==> src/cwd_defines.svh <==
// Offsets, field positions, reset values and timing counts of the watchdog
`ifndef CWD_DEFINES_SVH
`define CWD_DEFINES_SVH
`define CWD_ADDR_W        18
`define CWD_IDX_CONFIG    16'h0000
`define CWD_IDX_STATUS    16'h0001
`define CWD_IDX_MASK      16'h0002
`define CWD_IDX_COUNT     16'h0003
`define CWD_IDX_SERVICE   16'hffff
`define CWD_CFG_DIS       0
`define CWD_CFG_RATE      1
`define CWD_CFG_STOPEN    2
`define CWD_CFG_RESET     3'h0
`define CWD_FLAG_WDOG     0
`define CWD_PRE_KEEP      12'h00f
`define CWD_SHORT_MASK    12'h07f
`define CWD_SHORT_END     12'h06f
`define CWD_LONG_MASK     12'hfff
`define CWD_LONG_END      12'hfef
`define CWD_CNT_FULL      6'h3f
`define CWD_PIN_LOW_OSC   32
`define CWD_POR_OSC       4096
`endif

==> src/cwd_pkg.sv <==
// Types shared by the watchdog modules
package cwd_pkg;
  typedef enum logic [0:0] {
    CWD_RUN   = 1'b0,
    CWD_PULSE = 1'b1
  } cwd_state_t;
endpackage

==> src/cwd_sync.sv <==
// Two flip-flop synchroniser for pin levels
module cwd_sync #(
  parameter int WIDTH = 2
) (
  input  wire logic             clk_i,
  input  wire logic             rstn_i,
  input  wire logic [WIDTH-1:0] async_i,
  output logic      [WIDTH-1:0] sync_o
);
  initial begin
    if (WIDTH < 1) $error("cwd_sync: WIDTH must be at least 1");
  end
  logic [WIDTH-1:0] meta_reg;
  genvar g;
  generate
    for (g = 0; g < WIDTH; g++) begin : g_bit
      always_ff @(posedge clk_i or negedge rstn_i) begin
        if (!rstn_i) begin
          meta_reg[g] <= 1'b0;
          sync_o[g]   <= 1'b0;
        end else begin
          meta_reg[g] <= async_i[g];
          sync_o[g]   <= meta_reg[g];
        end
      end
    end
  endgenerate
endmodule

==> src/cwd_prescaler.sv <==
// Watchdog prescaler with full and upper-stage clears
`include "cwd_defines.svh"
module cwd_prescaler #(
  parameter int WIDTH = 12
) (
  input  wire logic             clk_i,
  input  wire logic             rstn_i,
  input  wire logic             tick_i,
  input  wire logic             clear_all_i,
  input  wire logic             clear_upper_i,
  output logic      [WIDTH-1:0] value_o
);
  initial begin
    if (WIDTH != 12) $error("cwd_prescaler: taps assume a 12-bit prescaler");
  end
  logic [WIDTH-1:0] value_next;
  assign value_next = clear_all_i   ? '0 :
                      clear_upper_i ? (value_o & WIDTH'(`CWD_PRE_KEEP)) :
                      tick_i        ? WIDTH'(value_o + 1'b1) : value_o;
  always_ff @(posedge clk_i or negedge rstn_i) begin
    if (!rstn_i) value_o <= '0;
    else         value_o <= value_next;
  end
endmodule

==> src/cwd_top.sv <==
// Watchdog timer top: prescaler, overflow counter, reset pulse and APB registers
//
// Overview of operation
// - Six-bit counter after twelve-bit prescaler resets system.
// - Rate bit picks short or long timeout.
// - Service write clears counter and upper prescaler.
// - Overflow drives reset pin 32 clocks, sets flag.
// - Monitor mode with test voltage disables watchdog.
// - Break state with reset-pin test voltage disables.
// - Stop instruction clears the prescaler.
// - Service location reads reset vector low byte.
// - Prescaler cleared 4096 clocks after power-up.
// - Internal reset clears prescaler and counter.
// - Reset vector fetch clears the prescaler.
// - Disable bit from configuration inhibits watchdog.
// - No processor interrupt; timeout only resets. Here the flag also drives irq_o when the mask bit is set.
// - Watchdog keeps counting during wait mode.
// - Stop gates oscillator clock, clears prescaler.
// - Stop honoured only when stop-enable bit set.
//
// Local design decision: register access over APB.
`include "cwd_defines.svh"
module cwd_top #(
  parameter int OSC_DIV = 1
) (
  input  wire logic                   clk_i,
  input  wire logic                   rstn_i,
  input  wire logic                   psel_i,
  input  wire logic                   penable_i,
  input  wire logic                   pwrite_i,
  input  wire logic [`CWD_ADDR_W-1:0] paddr_i,
  input  wire logic [31:0]            pwdata_i,
  output logic      [31:0]            prdata_o,
  output logic                        pready_o,
  output logic                        pslverr_o,
  input  wire logic [7:0]             reset_vector_low_i,
  input  wire logic                   vector_fetch_i,
  input  wire logic                   internal_reset_i,
  input  wire logic                   stop_req_i,
  input  wire logic                   wake_i,
  input  wire logic                   wait_mode_i,
  input  wire logic                   monitor_mode_i,
  input  wire logic                   break_state_i,
  input  wire logic                   rst_pin_high_voltage_i,
  input  wire logic                   interrupt_pin_one_high_voltage_i,
  output logic                        sys_reset_o,
  output logic                        rst_pin_o,
  output logic                        rst_pin_oe_o,
  output logic                        stopped_o,
  output logic                        irq_o
);
  initial begin
    if (OSC_DIV < 1) $error("cwd_top: OSC_DIV must be at least 1");
  end

  // ----------------------------------------
  // Oscillator clock enable and pin inputs
  // ----------------------------------------
  localparam int DIV_W = (OSC_DIV > 1) ? $clog2(OSC_DIV) : 1;
  logic [DIV_W-1:0] div_reg;
  logic             osc_tick;
  logic [1:0]       hv_sync;
  wire              rst_hv = hv_sync[0];
  wire              irq_hv = hv_sync[1];
  assign osc_tick = (div_reg == DIV_W'(OSC_DIV - 1));
  always_ff @(posedge clk_i or negedge rstn_i) begin
    if (!rstn_i)       div_reg <= '0;
    else if (osc_tick) div_reg <= '0;
    else               div_reg <= DIV_W'(div_reg + 1'b1);
  end
  cwd_sync #(.WIDTH(2)) u_sync (
    .clk_i   (clk_i),
    .rstn_i  (rstn_i),
    .async_i ({interrupt_pin_one_high_voltage_i, rst_pin_high_voltage_i}),
    .sync_o  (hv_sync)
  );

  // ----------------------------------------
  // APB decode
  // ----------------------------------------
  logic [2:0]  cfg_reg;
  logic [0:0]  status_reg;
  logic [0:0]  mask_reg;
  logic [5:0]  cnt_reg;
  logic [11:0] presc;
  wire [`CWD_ADDR_W-1:0] a_cfg  = {`CWD_IDX_CONFIG, 2'b00};
  wire [`CWD_ADDR_W-1:0] a_stat = {`CWD_IDX_STATUS, 2'b00};
  wire [`CWD_ADDR_W-1:0] a_mask = {`CWD_IDX_MASK, 2'b00};
  wire [`CWD_ADDR_W-1:0] a_cnt  = {`CWD_IDX_COUNT, 2'b00};
  wire [`CWD_ADDR_W-1:0] a_svc  = {`CWD_IDX_SERVICE, 2'b00};
  wire hit_cfg  = (paddr_i == a_cfg);
  wire hit_stat = (paddr_i == a_stat);
  wire hit_mask = (paddr_i == a_mask);
  wire hit_cnt  = (paddr_i == a_cnt);
  wire hit_svc  = (paddr_i == a_svc);
  wire mapped   = hit_cfg | hit_stat | hit_mask | hit_cnt | hit_svc;
  wire setup    = psel_i & ~penable_i;
  wire done     = psel_i & penable_i & pready_o;
  wire wr_done  = done & pwrite_i & mapped;
  wire rd_done  = done & ~pwrite_i & mapped;
  wire service_wr = wr_done & hit_svc;
  wire stat_rd    = rd_done & hit_stat;
  // Service location reads back the vector byte, never watchdog state
  wire [31:0] rd_mux = hit_svc  ? {24'h0, reset_vector_low_i} :
                       hit_cfg  ? {29'h0, cfg_reg} :
                       hit_stat ? {31'h0, status_reg} :
                       hit_mask ? {31'h0, mask_reg} :
                       hit_cnt  ? {26'h0, cnt_reg} : 32'h0;
  always_ff @(posedge clk_i or negedge rstn_i) begin
    if (!rstn_i) begin
      pready_o  <= 1'b0;
      prdata_o  <= 32'h0;
      pslverr_o <= 1'b0;
    end else begin
      pready_o  <= setup;
      pslverr_o <= setup & ~mapped;
      if (setup) prdata_o <= pwrite_i ? 32'h0 : rd_mux;
    end
  end

  // ----------------------------------------
  // Configuration and mask registers
  // ----------------------------------------
  wire cfg_wr  = wr_done & hit_cfg;
  wire mask_wr = wr_done & hit_mask;
  always_ff @(posedge clk_i or negedge rstn_i) begin
    if (!rstn_i) begin
      cfg_reg  <= `CWD_CFG_RESET;
      mask_reg <= 1'b0;
    end else begin
      if (cfg_wr)  cfg_reg  <= pwdata_i[2:0];
      if (mask_wr) mask_reg <= pwdata_i[0];
    end
  end
  wire watchdog_disable_bit = cfg_reg[`CWD_CFG_DIS];
  wire timeout_rate_select  = cfg_reg[`CWD_CFG_RATE];
  wire stop_enable          = cfg_reg[`CWD_CFG_STOPEN];

  // ----------------------------------------
  // Inhibit, stop and power-up clear
  // ----------------------------------------
  cwd_pkg::cwd_state_t state_reg;
  cwd_pkg::cwd_state_t state_next;
  logic [12:0] por_cnt;
  logic        por_done;
  wire inhibit = watchdog_disable_bit
               | (monitor_mode_i & (rst_hv | irq_hv))
               | (break_state_i & rst_hv);
  wire stop_take = stop_req_i & stop_enable;
  wire por_hit   = ~por_done & osc_tick & (por_cnt == 13'(`CWD_POR_OSC - 1));
  always_ff @(posedge clk_i or negedge rstn_i) begin
    if (!rstn_i) begin
      stopped_o <= 1'b0;
      por_cnt   <= 13'h0;
      por_done  <= 1'b0;
    end else begin
      if (stop_take)  stopped_o <= 1'b1;
      else if (wake_i) stopped_o <= 1'b0;
      if (por_hit) por_done <= 1'b1;
      else if (~por_done & osc_tick) por_cnt <= 13'(por_cnt + 1'b1);
    end
  end

  // ----------------------------------------
  // Prescaler and overflow counter
  // ----------------------------------------
  wire in_pulse  = (state_reg == cwd_pkg::CWD_PULSE);
  wire int_rst   = internal_reset_i | in_pulse;
  // Oscillator is gated while stopped; wait mode does not gate it
  wire osc_run   = osc_tick & ~stopped_o & ~inhibit;
  wire pre_clr   = int_rst | stop_take | stopped_o | inhibit
                 | vector_fetch_i | por_hit;
  wire [11:0] tap_mask = timeout_rate_select ? `CWD_LONG_MASK : `CWD_SHORT_MASK;
  wire [11:0] tap_end  = timeout_rate_select ? `CWD_LONG_END  : `CWD_SHORT_END;
  wire carry    = osc_run & ((presc & tap_mask) == tap_mask);
  // Overflow lands 16 clocks before the counter would wrap
  wire overflow = osc_run & ~in_pulse & (cnt_reg == `CWD_CNT_FULL)
                & ((presc & tap_mask) == tap_end);
  cwd_prescaler #(.WIDTH(12)) u_presc (
    .clk_i         (clk_i),
    .rstn_i        (rstn_i),
    .tick_i        (osc_run),
    .clear_all_i   (pre_clr),
    .clear_upper_i (service_wr),
    .value_o       (presc)
  );
  wire [5:0] cnt_next = (int_rst | service_wr | inhibit) ? 6'h0 :
                        carry ? 6'(cnt_reg + 1'b1) : cnt_reg;
  always_ff @(posedge clk_i or negedge rstn_i) begin
    if (!rstn_i) cnt_reg <= 6'h0;
    else         cnt_reg <= cnt_next;
  end

  // ----------------------------------------
  // Reset pulse sequencer
  // ----------------------------------------
  logic [5:0] pulse_cnt;
  wire pulse_end = in_pulse & osc_tick & (pulse_cnt == 6'(`CWD_PIN_LOW_OSC - 1));
  always_comb begin
    state_next = state_reg;
    case (state_reg)
      cwd_pkg::CWD_RUN:   if (overflow) state_next = cwd_pkg::CWD_PULSE;
      cwd_pkg::CWD_PULSE: if (pulse_end) state_next = cwd_pkg::CWD_RUN;
      default:            state_next = cwd_pkg::CWD_RUN;
    endcase
  end
  always_ff @(posedge clk_i or negedge rstn_i) begin
    if (!rstn_i) begin
      state_reg    <= cwd_pkg::CWD_RUN;
      pulse_cnt    <= 6'h0;
      sys_reset_o  <= 1'b0;
      rst_pin_o    <= 1'b0;
      rst_pin_oe_o <= 1'b0;
    end else begin
      state_reg    <= state_next;
      sys_reset_o  <= (state_next == cwd_pkg::CWD_PULSE);
      rst_pin_oe_o <= (state_next == cwd_pkg::CWD_PULSE);
      rst_pin_o    <= 1'b0;
      if (overflow)      pulse_cnt <= 6'h0;
      else if (in_pulse & osc_tick) pulse_cnt <= 6'(pulse_cnt + 1'b1);
    end
  end

  // ----------------------------------------
  // Reset-source flag, mask and status line
  // ----------------------------------------
  wire [0:0] status_next = overflow ? 1'b1 : (stat_rd ? 1'b0 : status_reg);
  always_ff @(posedge clk_i or negedge rstn_i) begin
    if (!rstn_i) begin
      status_reg <= 1'b0;
      irq_o      <= 1'b0;
    end else begin
      status_reg <= status_next;
      irq_o      <= |(status_next & mask_reg);
    end
  end
endmodule

==> config.mk <==
export PLATFORM = sky130hd
export DESIGN_NAME = cwd_top
export DESIGN_NICKNAME = d
export VERILOG_FILES = /design/src/cwd_pkg.sv /design/src/cwd_sync.sv /design/src/cwd_prescaler.sv /design/src/cwd_top.sv
export VERILOG_INCLUDE_DIRS = /design/src
export SDC_FILE = /design/constraint.sdc
export NUM_CORES = 1
export LEC_CHECK = 0
export BUFFER_PORTS_ARGS = -buffer_cell sky130_fd_sc_hd__buf_2
export CELL_PAD_IN_SITES_DETAIL_PLACEMENT = 0
export CELL_PAD_IN_SITES_GLOBAL_PLACEMENT = 1
export CORE_AREA = 3 3 103 105
export DETAILED_ROUTE_END_ITERATION = 8
export DIE_AREA = 0 0 106 108
export PLACE_DENSITY_LB_ADDON = 0.1
export SLEW_MARGIN = 20
export SYNTH_ARGS = -nofsm -noshare
export SYNTH_HDL_FRONTEND = slang
export SYNTH_HIERARCHICAL = 1
export SYNTH_SLANG_ARGS = --single-unit
==> constraint.sdc <==
create_clock -name clk_i -period 3 [get_ports clk_i]
set_input_delay 0 -clock clk_i [delete_from_list [all_inputs] [get_ports clk_i]]
set_output_delay 0 -clock clk_i [all_outputs]
set_load 0.02 [all_outputs]
==> metrics.md <==
| Metric | Value |
|---|---|
| Lkg Pwr | 0.00172 uW |
| R2r setup slk | 0.53 ns |
| Peak VDD IR | 0.000173 V |
| Setup TNS | 0 ns |
| Hold WS | 0.0367 ns |
| GPL Wtd Cong | 0.750 |
| CTS tree | yes |
| Post-Syn Area | 0.00327 mm2 |
| Fin. Hold Viols | 0 |
| Final Util | 40.9% |
| CTS resizes | 0 |
| Worst EP required | 3.25 ns |
| Drt pass-1 iters | 4 |
| GRT Total Usage | 14.1% |
| Final Max Tran Viols | 0 |
| HP Class | in -> reg |
| Syn_area_per_cell | 10.1 um2 |
| First-pass GRT wire length | 12800 um |
| Number of remaining DRC errors | 0 |
| Power per cell area | 427 mW/mm2 |
| Area of the core | 0.00973 mm2 |
| Clock buffer depth | 2 |
| Crit-path max FO | 11 |
| Die Wd | 106 um |
| Ant diodes | 0 |
| Post-Syn Instances | 323 |
| FFs w/ async S/R, synth | 100% |
| Largest net degree at the start of global routing | 35 |
| FP Rows | 36 |
| Distinct cells, synth | 54 |
| Antenna Violating Nets Remaining | 0 |
| Arrival time worst endpoint | 2.72 ns |
| WHS Path Cells | 4 |
| H-tree depth | 3 |
| Initial antenna violation count | 0 |
| Sink Count | 60 |
| Clock-pin slew on the worst setup and hold paths | 0.07 ns |
| R2R depth | 5 |
| Via density | 4.94 |
| Crit path launch type | register |
| Synth warnings | 6 |
| # Post-CTS Setup Buffers | 0 |
| Register with the most flip-flops | por_cnt |
| Max Fclk | 0.405 GHz |
| Unrepaired setup endpoints after global routing | no |
| Final WL | 7830 um |
| Synth-to-Final Area Change | 21.6% |
| Clk_lat worst skew | 0.34 ns |
| CTS root buf | clkbuf_8 |
| Minimum clock period | 2.47 ns |
| Design Power | 1700 uW |
| Vias in the first global route | 2608 |
| Worst Skew | 0.0120 ns |
| Initial Util | 33.6% |
| Seq cells post-synth | 60 |
| Nets | 476 |
| Final setup violation count | 0 |
| Status | finished, final reports clean |
| Number of synthesized flops with an enable pin | 0 |
| Setup CP Type | reg -> reg |
| Die H | 108 um |
| Fin crit share | 82.2% |
| Worst Setup End Kind | register |
| Port Buffer Count | 55 |
| Detail Placement HPWL | 5740 um |
| Total clock buffers created by CTS | 9 |
| Max-cap viol count | 0 |
| Post-synthesis sequential area ratio | 45.9% |
| Grt total ovfl | 0 |
| IO Count | 111 |
| Worst Max-Slew Pin Slew | 0.775 ns |
| Layout cells sized above 1 | 23.2% |
| Die area | 0.0114 mm2 |
| Max reg flops | 13 |
| DR iter-0 viols | 96 |
| Biggest regs | por_cnt: 13 flops, u_presc/value_o: 12 flops, prdata_o: 8 flops |
| Drt wl/cell | 14.6 um |
| Slew margin rel. | 48.4% |
| Main flop type after synthesis | dfrtp_1 |
| Routed vias | 2659 |
==> per-layer routing <==
layer	up-vias	share of wire, %	global-route usage (%)
li1	1312	-	-
met1	1276	48	18.8
met2	60	47	22.9
met3	11	4.1	2.75
met4	0	1.6	5.55
met5	-	0	0
==> per-stage QoR <==
stage,std cells,setup WS (ns),area (um2)
floorplan,347,0.810,3360
global placement,505,0.588,3600
detailed placement,505,0.558,3600
CTS,538,0.530,3980
global route,538,0.377,3980
finish,538,0.534,3980
==> critical path, stage by stage, from the launching register on <==
cell     delay (ns)
dfrtp_1        0.42
or3_4          0.42
a21oi_1        0.22
nand4_1        0.39
or4_2          0.77
a21oi_1        0.17
==> final timing paths <==
kind                                  endpoint          startpoint
setup / recovery           u_presc/value_o[10]          cfg_reg[0]
hold / removal                      status_reg              psel_i
setup reg to reg           u_presc/value_o[10]          cfg_reg[0]
hold reg to reg               u_sync/sync_o[1]  u_sync/meta_reg[1]
max in group asynchronous          prdata_o[6]              rstn_i
min in group asynchronous         pulse_cnt[0]              rstn_i
==> where the power goes <==
group | internal [uW] | total [uW] | switching [uW] | leakage [uW]
logic | 49.3 | 138 | 88.9 | 0.000819
registers | 813 | 815 | 2.08 | 0.000807
clock network | 404 | 743 | 338 | 0.0000983
total | 1270 | 1700 | 429 | 0.00172
==> kinds of logic (layout without fill, tap and decap cells) <==
family                   count (synthesis)  after routing  synth area share, %
AO/OA/AOI/OAI                           51             51                 10.9
other                                    1             25                0.115
buffers and inverters                   46            104                 8.31
adder cells (fa/ha/maj)                  4              4                 1.53
flip-flops                              60             60                 45.9
AND/OR/NAND/NOR                        130            130                 23.8
multiplexers                            14             14                 4.86
XOR/XNOR                                17             17                 4.56
==> synthesized netlist by cell type (3+ instances only) <==
cell type / n / area (um2)
xor2_1: 13 / 114
xnor2_1: 4 / 35.0
nand3_1: 12 / 60.1
and2_1: 4 / 25.0
and4_1: 3 / 26.3
clkbuf_1: 7 / 26.3
a221o_1: 3 / 30.0
o211ai_1: 8 / 60.1
nor2_1: 16 / 60.1
mux2_2: 5 / 56.3
nor3_1: 12 / 60.1
dfrtp_1: 60 / 1500
a21oi_1: 13 / 65.1
nor3b_1: 4 / 30.0
o21ai_0: 8 / 40.0
buf_4: 26 / 195
a311o_1: 3 / 30.0
o31ai_1: 4 / 30.0
or2_2: 3 / 18.8
or3_1: 5 / 31.3
nand4_1: 17 / 106
nor4_1: 15 / 93.8
inv_1: 12 / 45.0
nand2b_1: 3 / 18.8
or4_1: 5 / 37.5
mux2i_1: 8 / 80.1
nand2_1: 16 / 60.1
ha_1: 4 / 50.1
==> cell usage in the layout, fill, tap and decap left out, drive strengths merged, types with 5 or more instances in the layout <==
| cell | Yosys | layout |
|---|---|---|
| mux2i | 8 | 8 |
| inv | 12 | 12 |
| nor3 | 12 | 12 |
| conb | 1 | 25 |
| dlygate4sd3 | 0 | 17 |
| xor2 | 13 | 13 |
| nor4 | 16 | 16 |
| a21oi | 13 | 13 |
| nand4 | 18 | 18 |
| clkbuf | 7 | 10 |
| o21ai | 9 | 9 |
| or4 | 7 | 7 |
| nor2 | 16 | 16 |
| o211ai | 8 | 8 |
| nand3 | 12 | 12 |
| mux2 | 5 | 5 |
| dfrtp | 60 | 60 |
| or3 | 7 | 7 |
| buf | 27 | 59 |
| nand2 | 16 | 16 |
==> timing repair <==
item,in CTS,in global routing
hold endpoints to repair,49,0
hold buffers,17,0
endpoints found under the setup margin,0,0
==> final cells by class <==
| cell class | count | area (um2) |
|---|---|---|
| flip-flops and latches | 60 | 1500 |
| fillers | 1012 | 5750 |
| clock inverters | 6 | 63.8 |
| well taps | 133 | 166 |
| inverters | 12 | 45.0 |
| clock buffers | 10 | 138 |
| multi-input cells | 241 | 1590 |
| repair buffers | 76 | 475 |
(Power assumes the default switching activity.)
